<file path="config.mk">
export PLATFORM = sky130hd
export DESIGN_NAME = cci_top
export DESIGN_NICKNAME = d
export VERILOG_FILES = /design/src/rtl/cci_top.v /design/src/rtl/cci_skid.v
export VERILOG_INCLUDE_DIRS = /design/src /design/src/rtl
export SDC_FILE = /design/constraint.sdc
export NUM_CORES = 1
export LEC_CHECK = 0
export ABC_AREA = 1
export BUFFER_PORTS_ARGS = -buffer_cell sky130_fd_sc_hd__buf_4
export CORE_ASPECT_RATIO = 1.75
export CORE_MARGIN = 4
export CORE_UTILIZATION = 54
export CTS_CLUSTER_SIZE = 20
export DETAILED_ROUTE_END_ITERATION = 10
export GPL_ROUTABILITY_DRIVEN = 1
export PLACE_DENSITY = 0.9
export SETUP_SLACK_MARGIN = 0.1
export SYNTH_ARGS = -nofsm -noshare
export SYNTH_HDL_FRONTEND = slang
export SYNTH_SLANG_ARGS = --single-unit
export TNS_END_PERCENT = 100
</file>
<file path="constraint.sdc">
create_clock -name clk -period 2 [get_ports clk]
set_input_delay 0.3 -clock clk [delete_from_list [all_inputs] [get_ports clk]]
set_output_delay 0.3 -clock clk [all_outputs]
set_load 0.02 [all_outputs]
</file>
<file path="src/rtl/cci_defines.vh">
// Constants for the calibration command interpreter.
// Assumes bytes arrive already deserialised from the one-wire link.
`ifndef CCI_DEFINES_VH
`define CCI_DEFINES_VH
`define CCI_CMD_GAINB_HI  8'h80
`define CCI_CMD_GAINB_LO  8'h90
`define CCI_CMD_OFFB_HI   8'ha0
`define CCI_CMD_OFFB_LO   8'hb0
`define CCI_CMD_GAINT     8'hc0
`define CCI_CMD_OFFT      8'hd0
`define CCI_CMD_TCO       8'he0
`define CCI_CMD_TCG       8'hf0
`define CCI_CMD_CLIP_HI   8'h08
`define CCI_CMD_CLIP_LO   8'h18
`define CCI_CMD_SER0      8'h28
`define CCI_CMD_SER1      8'h38
`define CCI_CMD_SER2      8'h48
`define CCI_CMD_MODE      8'h40
`define CCI_CMD_START     8'h50
`define CCI_DAT_START     8'h90
`define CCI_DAT_NORMAL    8'h00
`define CCI_DAT_RAW_MASK  8'h10
`define CCI_GAINB_UNITY   15'h0800
`define CCI_GAINB_RST     15'h0800
`define CCI_GAINT_RST     8'h80
`define CCI_BYTE_RST      8'h00
`define CCI_OFFB_RST      14'h0000
`define CCI_CLIP_RST      7'h00
`endif

</file>
<file path="src/rtl/cci_top.v">
// Calibration command interpreter: decodes command/data byte pairs,
// holds coefficients, and streams raw samples while in raw mode with bridge gain at unity.
// Assumes rxByte/rxStrobe come from a deserialiser on clk, and raw
// readings are presented with a one-cycle sampleStrobe on clk.
`timescale 1ns/1ps
`include "cci_defines.vh"
module cci_top
(
  input  wire        clk,
  input  wire        arst_n,
  input  wire [7:0]  rxByte,
  input  wire        rxStrobe,
  input  wire [13:0] rawBridge,
  input  wire [10:0] rawTemp,
  input  wire        sampleStrobe,
  output reg  [7:0]  txByte,
  output reg         txValid,
  input  wire        txReady,
  output reg         commandMode,
  output reg         rawMode,
  output reg         rawActive,
  output reg  [14:0] bridgeGain,
  output reg  [13:0] bridgeOffset,
  output reg  [7:0]  tempGain,
  output reg  [7:0]  tempOffset,
  output reg  [7:0]  offsetTc,
  output reg  [7:0]  gainTc,
  output reg  [6:0]  clipHigh,
  output reg  [6:0]  clipLow,
  output reg  [23:0] serialNumber,
  output reg         sampleDropped
);
  localparam ST_IDLE = 2'd0;
  localparam ST_BHI  = 2'd1;
  localparam ST_BLO  = 2'd2;
  localparam ST_TMP  = 2'd3;

  reg        haveCmd_r;
  reg  [7:0] cmdByte_r;
  reg  [1:0] state_r;
  reg  [1:0] state_nxt;
  reg  [13:0] bridgeHold_r;
  reg  [7:0] tempHold_r;
  reg  [7:0] bufIn;
  reg        bufInValid;
  wire       bufInReady;
  wire [7:0] bufOutData;
  wire       bufOutValid;
  wire       pairDone;
  wire       rawOk;
  wire       outLoad;
  wire       wrEn;
  wire       wrGainHi;
  wire       wrGainLo;
  wire       wrOffHi;
  wire       wrOffLo;
  wire       wrTempGain;
  wire       wrTempOff;
  wire       wrOffTc;
  wire       wrGainTc;
  wire       wrClipHi;
  wire       wrClipLo;
  wire       wrSer0;
  wire       wrSer1;
  wire       wrSer2;

  // Match a command byte; used across the whole decode
  function isCmd;
    input [7:0] got;
    input [7:0] want;
    begin
      isCmd = (got == want);
    end
  endfunction

  assign pairDone = haveCmd_r & rxStrobe;
  assign rawOk    = rawMode & (bridgeGain == `CCI_GAINB_UNITY);

  // Byte pairing: first byte is command, second is its data
  always @(posedge clk or negedge arst_n)
  begin
    if (!arst_n)
    begin
      haveCmd_r <= 1'b0;
      cmdByte_r <= `CCI_BYTE_RST;
    end
    else if (rxStrobe)
    begin
      haveCmd_r <= ~haveCmd_r;
      if (!haveCmd_r)
        cmdByte_r <= rxByte;
    end
  end

  // Mode control; start pair is honoured in any mode
  always @(posedge clk or negedge arst_n)
  begin
    if (!arst_n)
    begin
      commandMode <= 1'b0;
      rawMode     <= 1'b0;
    end
    else if (pairDone)
    begin
      if (isCmd(cmdByte_r, `CCI_CMD_START) &&
          rxByte == `CCI_DAT_START)
        commandMode <= 1'b1;
      else if (commandMode && isCmd(cmdByte_r, `CCI_CMD_MODE))
      begin
        if (rxByte == `CCI_DAT_NORMAL)
        begin
          commandMode <= 1'b0;
          rawMode     <= 1'b0;
        end
        else if ((rxByte & `CCI_DAT_RAW_MASK) != 8'h00)
          rawMode <= 1'b1;
      end
    end
  end

  // One write strobe per command; only a full pair in command mode counts
  assign wrEn       = pairDone & commandMode;
  assign wrGainHi   = wrEn & isCmd(cmdByte_r, `CCI_CMD_GAINB_HI);
  assign wrGainLo   = wrEn & isCmd(cmdByte_r, `CCI_CMD_GAINB_LO);
  assign wrOffHi    = wrEn & isCmd(cmdByte_r, `CCI_CMD_OFFB_HI);
  assign wrOffLo    = wrEn & isCmd(cmdByte_r, `CCI_CMD_OFFB_LO);
  assign wrTempGain = wrEn & isCmd(cmdByte_r, `CCI_CMD_GAINT);
  assign wrTempOff  = wrEn & isCmd(cmdByte_r, `CCI_CMD_OFFT);
  assign wrOffTc    = wrEn & isCmd(cmdByte_r, `CCI_CMD_TCO);
  assign wrGainTc   = wrEn & isCmd(cmdByte_r, `CCI_CMD_TCG);
  assign wrClipHi   = wrEn & isCmd(cmdByte_r, `CCI_CMD_CLIP_HI);
  assign wrClipLo   = wrEn & isCmd(cmdByte_r, `CCI_CMD_CLIP_LO);
  assign wrSer0     = wrEn & isCmd(cmdByte_r, `CCI_CMD_SER0);
  assign wrSer1     = wrEn & isCmd(cmdByte_r, `CCI_CMD_SER1);
  assign wrSer2     = wrEn & isCmd(cmdByte_r, `CCI_CMD_SER2);

  // Bridge gain halves; unity after reset so raw mode works untrimmed
  always @(posedge clk or negedge arst_n)
  begin
    if (!arst_n)
      bridgeGain <= `CCI_GAINB_RST;
    else if (wrGainHi)
      bridgeGain[14:8] <= rxByte[6:0];
    else if (wrGainLo)
      bridgeGain[7:0] <= rxByte;
  end

  // Bridge offset halves; extra data bits are dropped, not checked
  always @(posedge clk or negedge arst_n)
  begin
    if (!arst_n)
      bridgeOffset <= `CCI_OFFB_RST;
    else if (wrOffHi)
      bridgeOffset[13:8] <= rxByte[5:0];
    else if (wrOffLo)
      bridgeOffset[7:0] <= rxByte;
  end

  // Temperature terms, a full byte each
  always @(posedge clk or negedge arst_n)
  begin
    if (!arst_n)
    begin
      tempGain   <= `CCI_GAINT_RST;
      tempOffset <= `CCI_BYTE_RST;
      offsetTc   <= `CCI_BYTE_RST;
      gainTc     <= `CCI_BYTE_RST;
    end
    else if (wrTempGain)
      tempGain <= rxByte;
    else if (wrTempOff)
      tempOffset <= rxByte;
    else if (wrOffTc)
      offsetTc <= rxByte;
    else if (wrGainTc)
      gainTc <= rxByte;
  end

  // Clipping limits; the top data bit has no home and is ignored
  always @(posedge clk or negedge arst_n)
  begin
    if (!arst_n)
    begin
      clipHigh <= `CCI_CLIP_RST;
      clipLow  <= `CCI_CLIP_RST;
    end
    else if (wrClipHi)
      clipHigh <= rxByte[6:0];
    else if (wrClipLo)
      clipLow <= rxByte[6:0];
  end

  // Serial number bytes; byte 0 is the least significant
  always @(posedge clk or negedge arst_n)
  begin
    if (!arst_n)
      serialNumber <= {3{`CCI_BYTE_RST}};
    else if (wrSer0)
      serialNumber[7:0] <= rxByte;
    else if (wrSer1)
      serialNumber[15:8] <= rxByte;
    else if (wrSer2)
      serialNumber[23:16] <= rxByte;
  end

  // Raw sample framing: three bytes per sample, in fixed order
  always @*
  begin
    state_nxt  = state_r;
    bufIn      = 8'h00;
    bufInValid = 1'b0;
    case (state_r)
      ST_IDLE:
        if (sampleStrobe && rawOk)
          state_nxt = ST_BHI;
      ST_BHI:
      begin
        bufIn      = {2'b00, bridgeHold_r[13:8]};
        bufInValid = 1'b1;
        if (bufInReady)
          state_nxt = ST_BLO;
      end
      ST_BLO:
      begin
        bufIn      = bridgeHold_r[7:0];
        bufInValid = 1'b1;
        if (bufInReady)
          state_nxt = ST_TMP;
      end
      ST_TMP:
      begin
        bufIn      = tempHold_r;
        bufInValid = 1'b1;
        if (bufInReady)
          state_nxt = ST_IDLE;
      end
      default:
        state_nxt = ST_IDLE;
    endcase
  end

  // Latch a sample when idle; a sample mid-frame is dropped and flagged
  always @(posedge clk or negedge arst_n)
  begin
    if (!arst_n)
    begin
      state_r       <= ST_IDLE;
      bridgeHold_r  <= 14'h0000;
      tempHold_r    <= 8'h00;
      sampleDropped <= 1'b0;
      rawActive     <= 1'b0;
    end
    else
    begin
      state_r       <= state_nxt;
      rawActive     <= rawOk;
      sampleDropped <= sampleStrobe & rawOk & (state_r != ST_IDLE);
      if (state_r == ST_IDLE && sampleStrobe && rawOk)
      begin
        bridgeHold_r <= rawBridge;
        tempHold_r   <= rawTemp[7:0];
      end
    end
  end

  cci_skid u_skid
  (
    .clk      (clk),
    .arst_n   (arst_n),
    .inData   (bufIn),
    .inValid  (bufInValid),
    .inReady  (bufInReady),
    .outData  (bufOutData),
    .outValid (bufOutValid),
    .outReady (outLoad)
  );

  // Skid lets go only of a byte the output register really takes;
  // popping on txReady alone would send a byte twice after a stall
  assign outLoad = ~txValid | txReady;

  // Registered output stage; refilled whenever it is empty or taken
  always @(posedge clk or negedge arst_n)
  begin
    if (!arst_n)
    begin
      txByte  <= `CCI_BYTE_RST;
      txValid <= 1'b0;
    end
    else if (outLoad)
    begin
      txByte  <= bufOutData;
      txValid <= bufOutValid;
    end
  end
endmodule

</file>
<file path="src/rtl/cci_skid.v">
// Two-entry buffer in the outgoing byte path.
// Assumes both sides on the same clock; ready may drop at any time.
`timescale 1ns/1ps
module cci_skid
(
  input  wire       clk,
  input  wire       arst_n,
  input  wire [7:0] inData,
  input  wire       inValid,
  output wire       inReady,
  output wire [7:0] outData,
  output wire       outValid,
  input  wire       outReady
);
  reg [7:0] mem_r [0:1];
  reg       wrPtr_r;
  reg       rdPtr_r;
  reg [1:0] count_r;
  wire      push;
  wire      pop;

  // Honest full and empty flags from the count
  assign inReady  = (count_r != 2'd2);
  assign outValid = (count_r != 2'd0);
  assign outData  = mem_r[rdPtr_r];
  assign push     = inValid & inReady;
  assign pop      = outValid & outReady;

  // Storage is not reset; valid gating hides stale words
  always @(posedge clk)
  begin
    if (push)
      mem_r[wrPtr_r] <= inData;
  end

  // Pointers and occupancy
  always @(posedge clk or negedge arst_n)
  begin
    if (!arst_n)
    begin
      wrPtr_r <= 1'b0;
      rdPtr_r <= 1'b0;
      count_r <= 2'd0;
    end
    else
    begin
      if (push)
        wrPtr_r <= ~wrPtr_r;
      if (pop)
        rdPtr_r <= ~rdPtr_r;
      count_r <= count_r + {1'b0, push} - {1'b0, pop};
    end
  end
endmodule

</file>
==> report_table.html <==
<table>
<tr><th>Metric</th><th>Value</th></tr>
<tr><th colspan="2">Critical path</th></tr>
<tr><td>Worst endpoint required time</td><td>2.28 ns</td></tr>
<tr><td>Cell breakdown of the critical path</td><td>nand2_1, inv_1, nand2_1, nor3_1, nand2_1, nand2_1, o21ai_0</td></tr>
<tr><td>Delay-heaviest family, CP</td><td>simple AND/OR/NAND/NOR gates</td></tr>
<tr><td>Cell depth of the worst flop-to-flop path</td><td>7</td></tr>
<tr><td>Reg-to-reg critical path endpoint</td><td>serialNumber[4]$_DFFE_PN0N_</td></tr>
<tr><td>Type of the worst setup path</td><td>flip-flop to flip-flop</td></tr>
<tr><td>Top cell by count, worst path</td><td>sky130_fd_sc_hd__nand2_1</td></tr>
<tr><td>Worst-path cell with the longest stage delay</td><td>sky130_fd_sc_hd__nand2_1</td></tr>
<tr><td>Crit path buffers/inverters</td><td>1</td></tr>
<tr><td>Largest fanout on the critical path</td><td>16</td></tr>
<tr><td>Setup crit start kind</td><td>flip-flop</td></tr>
<tr><td>Reg2Reg Launch Point</td><td>haveCmd_r$_DFFE_PN0P_</td></tr>
<tr><td>Crit-path max cell delay</td><td>0.43 ns</td></tr>
<tr><td>Crit. End Element</td><td>flip-flop</td></tr>
<tr><td>Data arrival time at the worst-slack endpoint</td><td>2.18 ns</td></tr>
<tr><td>FF-to-FF setup slack</td><td>0.1 ns</td></tr>
<tr><th colspan="2">Synth</th></tr>
<tr><td>Most frequent cells after synthesis</td><td>sky130_fd_sc_hd__nand2_1 (193), sky130_fd_sc_hd__dfrtp_1 (147), sky130_fd_sc_hd__o21ai_0 (130)</td></tr>
<tr><td>Share of flip-flops with an asynchronous set or reset after synthesis</td><td>90.30%</td></tr>
<tr><td>Main flop type after synthesis</td><td>sky130_fd_sc_hd__dfrtp_1</td></tr>
<tr><td>Biggest area consumer among synthesized cells</td><td>sky130_fd_sc_hd__dfrtp_1</td></tr>
<tr><td>Gate Count Post-Synth</td><td>682</td></tr>
<tr><td>Number of enable flip-flop cells after synthesis</td><td>16</td></tr>
<tr><td>Top cells by area in the synthesized netlist</td><td>sky130_fd_sc_hd__dfrtp_1 (56%), sky130_fd_sc_hd__nand2_1 (11%), sky130_fd_sc_hd__o21ai_0 (10%)</td></tr>
<tr><td>Number of nets produced by synthesis</td><td>727</td></tr>
<tr><td>Register bit count reported by yosys</td><td>165</td></tr>
<tr><td>Post-synth top area share</td><td>56.35%</td></tr>
<tr><td>Post-synthesis area per instance</td><td>9.571 µm²</td></tr>
<tr><td>Number of distinct standard cells referenced by the synthesized netlist</td><td>26</td></tr>
<tr><td>Area of the mapped netlist</td><td>0.006528 mm²</td></tr>
<tr><td>Synth warnings</td><td>0</td></tr>
<tr><td>Count leader, synth</td><td>sky130_fd_sc_hd__nand2_1</td></tr>
<tr><td>Seq/Total Area, Yosys</td><td>64.52%</td></tr>
<tr><th colspan="2">Run</th></tr>
<tr><td>Total of max-cap violations</td><td>0</td></tr>
<tr><th colspan="2">Worst hold path</th></tr>
<tr><td>Endpoint of the worst hold-timing path</td><td>bridgeHold_r[13]$_DFFE_PN0P_</td></tr>
<tr><td>Instance count along the most critical hold path</td><td>3</td></tr>
<tr><td>Worst min-delay path startpoint</td><td>rawBridge[13]</td></tr>
<tr><td>Classification of the worst-slack hold path</td><td>input pin to flip-flop</td></tr>
<tr><th colspan="2">Placed design</th></tr>
<tr><td>Port-buffer cells</td><td>146</td></tr>
<tr><td>DP Worst Slack</td><td>0.2778 ns</td></tr>
<tr><td>Placed wire-length estimate after detailed placement</td><td>11,690 µm</td></tr>
<tr><td>RD Place Congestion</td><td>0.9173</td></tr>
<tr><td>Total instance count after detailed placement</td><td>949</td></tr>
<tr><td>Cell Area, Placed</td><td>0.007820 mm²</td></tr>
<tr><th colspan="2">Clock tree</th></tr>
<tr><td>Max clock buf depth</td><td>2</td></tr>
<tr><td>Clock latency on the worst-skew pair</td><td>0.42 ns</td></tr>
<tr><td>TritonCTS buffer count</td><td>17</td></tr>
<tr><td>CTS tree</td><td>done</td></tr>
<tr><td>Setup Buffers After CTS</td><td>0</td></tr>
<tr><td>Clock root buffer</td><td>sky130_fd_sc_hd__clkbuf_16</td></tr>
<tr><td>Clock H-tree levels</td><td>4</td></tr>
<tr><td>Clock transition at the registers of the reported paths</td><td>0.07 ns</td></tr>
<tr><td>Clock sink count</td><td>165</td></tr>
<tr><th colspan="2">Floorplanning</th></tr>
<tr><td>Total Die Area</td><td>0.01398 mm²</td></tr>
<tr><td>DIE HEIGHT</td><td>153.4 µm</td></tr>
<tr><td>Top-Level Pins</td><td>150</td></tr>
<tr><td>Overall die width</td><td>91.11 µm</td></tr>
<tr><td>Initial Util</td><td>55.74%</td></tr>
<tr><td>Count of standard-cell rows</td><td>52</td></tr>
<tr><td>Core region area</td><td>0.01171 mm²</td></tr>
<tr><th colspan="2">Route</th></tr>
<tr><td>Iteration count of the initial detailed-routing pass</td><td>5</td></tr>
<tr><td>Vias</td><td>5,265</td></tr>
<tr><td>Detailed-route DRC error count</td><td>0</td></tr>
<tr><td>DRT antenna net count</td><td>0</td></tr>
<tr><td>Average wire per cell in the routed design</td><td>16.91 µm</td></tr>
<tr><td>Vias/cell</td><td>5.362</td></tr>
<tr><td>First-iteration detailed-routing DRC count</td><td>375</td></tr>
<tr><td>Routed WL</td><td>16,600 µm</td></tr>
<tr><th colspan="2">Final layout</th></tr>
<tr><td>Diode count</td><td>0</td></tr>
<tr><td>Finished Layout Cells</td><td>982</td></tr>
<tr><td>Post-layout nets</td><td>879</td></tr>
<tr><td>Non-Filler Cell Area, Final</td><td>0.008421 mm²</td></tr>
<tr><td>Fraction of the core area covered by cells at the end of the flow</td><td>71.90%</td></tr>
<tr><td>Synth-to-layout area growth</td><td>29.00%</td></tr>
<tr><td>Combined area of the multi-input logic cells</td><td>0.001969 mm²</td></tr>
<tr><td>Fillers</td><td>792</td></tr>
<tr><td>Sequential Area</td><td>0.004212 mm²</td></tr>
<tr><td>Layout cells sized above 1</td><td>24.32%</td></tr>
<tr><th colspan="2">Global routing</th></tr>
<tr><td>Number of global-route vias before repair</td><td>5,372</td></tr>
<tr><td>Initial antenna violation count</td><td>0</td></tr>
<tr><td>GRT overflow</td><td>0</td></tr>
<tr><td>Global-route wire length before repair</td><td>26,930 µm</td></tr>
<tr><td>Global router's overall resource usage</td><td>24.79%</td></tr>
<tr><td>Pin count of the biggest net entering global routing</td><td>62</td></tr>
<tr><th colspan="2">Power and ir drop</th></tr>
<tr><td>Power density relative to cell area</td><td>906.8 mW/mm²</td></tr>
<tr><td>Worst supply voltage drop on vdd</td><td>0.0008765 V</td></tr>
<tr><td>Leakage power summed over all cells</td><td>0.004239 µW</td></tr>
<tr><th colspan="2">STA</th></tr>
<tr><td>Maximum clock frequency</td><td>525.2 MHz</td></tr>
<tr><td>Post-route setup TNS</td><td>0 ns</td></tr>
<tr><td>Setup repair after global routing missed its margin</td><td>true</td></tr>
<tr><td>Final Max Slew Viols</td><td>0</td></tr>
<tr><td>Clock period minus worst slack</td><td>1.904 ns</td></tr>
<tr><td>Actual slew at the worst max-slew pin</td><td>0.6225 ns</td></tr>
<tr><td>Setup clock skew after layout</td><td>0.01295 ns</td></tr>
<tr><td>Final setup violation count</td><td>0</td></tr>
<tr><td>Headroom to the max-slew limit</td><td>58.45%</td></tr>
<tr><td>Final Cycle Share</td><td>95.20%</td></tr>
<tr><td>Worst setup margin</td><td>0.09602 ns</td></tr>
<tr><td>Total count of hold-check failures in the final report</td><td>0</td></tr>
<tr><th colspan="2">Outcome</th></tr>
<tr><td>Result of the run</td><td>complete, no violations</td></tr>
</table>
## state kept, by name (all words and copies together) (netlist names), 2 cells and up
name	cells
tempGain	8
tempHold_r	8
u_skid.count_r	2
bridgeHold_r	14
serialNumber	24
bridgeGain	15
gainTc	8
clipLow	7
clipHigh	7
cmdByte_r	8
bridgeOffset	14
tempOffset	8
u_skid.mem_r	16
offsetTc	8
state_r	2
txByte	8
## timing repair
action                                 4_1_cts  5_1_grt
gates resized for setup                      0        3
hold buffers                                 1        0
setup endpoints to repair                    0       31
endpoints found under the hold margin       56        0
## cell usage in the layout, fill, tap and decap left out, types with 7 or more instances in the layout
cell type,count
sky130_fd_sc_hd__a21oi_1,19
sky130_fd_sc_hd__buf_4,157
sky130_fd_sc_hd__clkbuf_16,17
sky130_fd_sc_hd__dfrtp_1,147
sky130_fd_sc_hd__edfxtp_1,16
sky130_fd_sc_hd__ha_1,7
sky130_fd_sc_hd__inv_1,61
sky130_fd_sc_hd__inv_6,8
sky130_fd_sc_hd__nand2_1,192
sky130_fd_sc_hd__nand3_1,14
sky130_fd_sc_hd__nor2_1,39
sky130_fd_sc_hd__o21ai_0,130
## area by class of cell
cell class | instances | share of cell area, %
flip-flops and latches | 165 | 50.01
multi-input cells | 426 | 23.39
repair buffers | 162 | 14.96
clock buffers | 17 | 5.052
inverters | 62 | 2.764
well taps | 135 | 2.006
clock inverters | 15 | 1.813
## logic make-up after synthesis
kind of cell,count (synthesis),synth area share (%)
flops,165,64.52
buf+inv,91,5.501
simple gates,266,16.70
compound gates,150,11.54
xor+xnor,3,0.4026
fa+ha+maj,7,1.342
## worst max path at each step
stage	cells after the start	from	to	slack (ns)
CTS	5	cmdByte_r[5]$_DFFE_PN0P_	serialNumber[22]$_DFFE_PN0P_	0.21
global placement	6	cmdByte_r[2]$_DFFE_PN0P_	tempOffset[4]$_DFFE_PN0P_	0.35
finish	7	haveCmd_r$_DFFE_PN0P_	serialNumber[4]$_DFFE_PN0N_	0.1
floorplan	8	txValid$_DFFE_PN0N_	u_skid.count_r[1]$_DFF_PN0_	0.25
detailed placement	5	cmdByte_r[5]$_DFFE_PN0P_	serialNumber[22]$_DFFE_PN0P_	0.28
global route	7	haveCmd_r$_DFFE_PN0P_	serialNumber[7]$_DFFE_PN0N_	0.001
## report_power, final
group	leakage [µW]	total, µW	switching (µW)	internal [µW]
Combinational	0.00179	848	537	311
Clock	0.000282	3140	1470	1670
Sequential	0.00217	3650	125	3520
Total	0.00424	7640	2140	5500
## through the flow
step | hold slack (ns) | power (µW)
2_1_floorplan | 0.004409 | 4143
3_3_place_gp | 0.3181 | 4499
3_5_place_dp | 0.3181 | 4542
4_1_cts | 0.1149 | 7673
5_1_grt | 0.1203 | 7935
6_report | 0.1229 | 7636
## routing by layer
layer / track usage (%) / part of all wire, %
met1: 25.87 / 35
met4: 11.65 / 4.1
met3: 6.591 / 6.6
met2: 45.47 / 54
met5: 0 / 0
## tightest hold or removal path: stages
cell and delay (ns):
sky130_fd_sc_hd__buf_4 0.10, sky130_fd_sc_hd__inv_1 0.03, sky130_fd_sc_hd__o21ai_0 0.07
No activity file was read; power rests on OpenSTA's default activity.
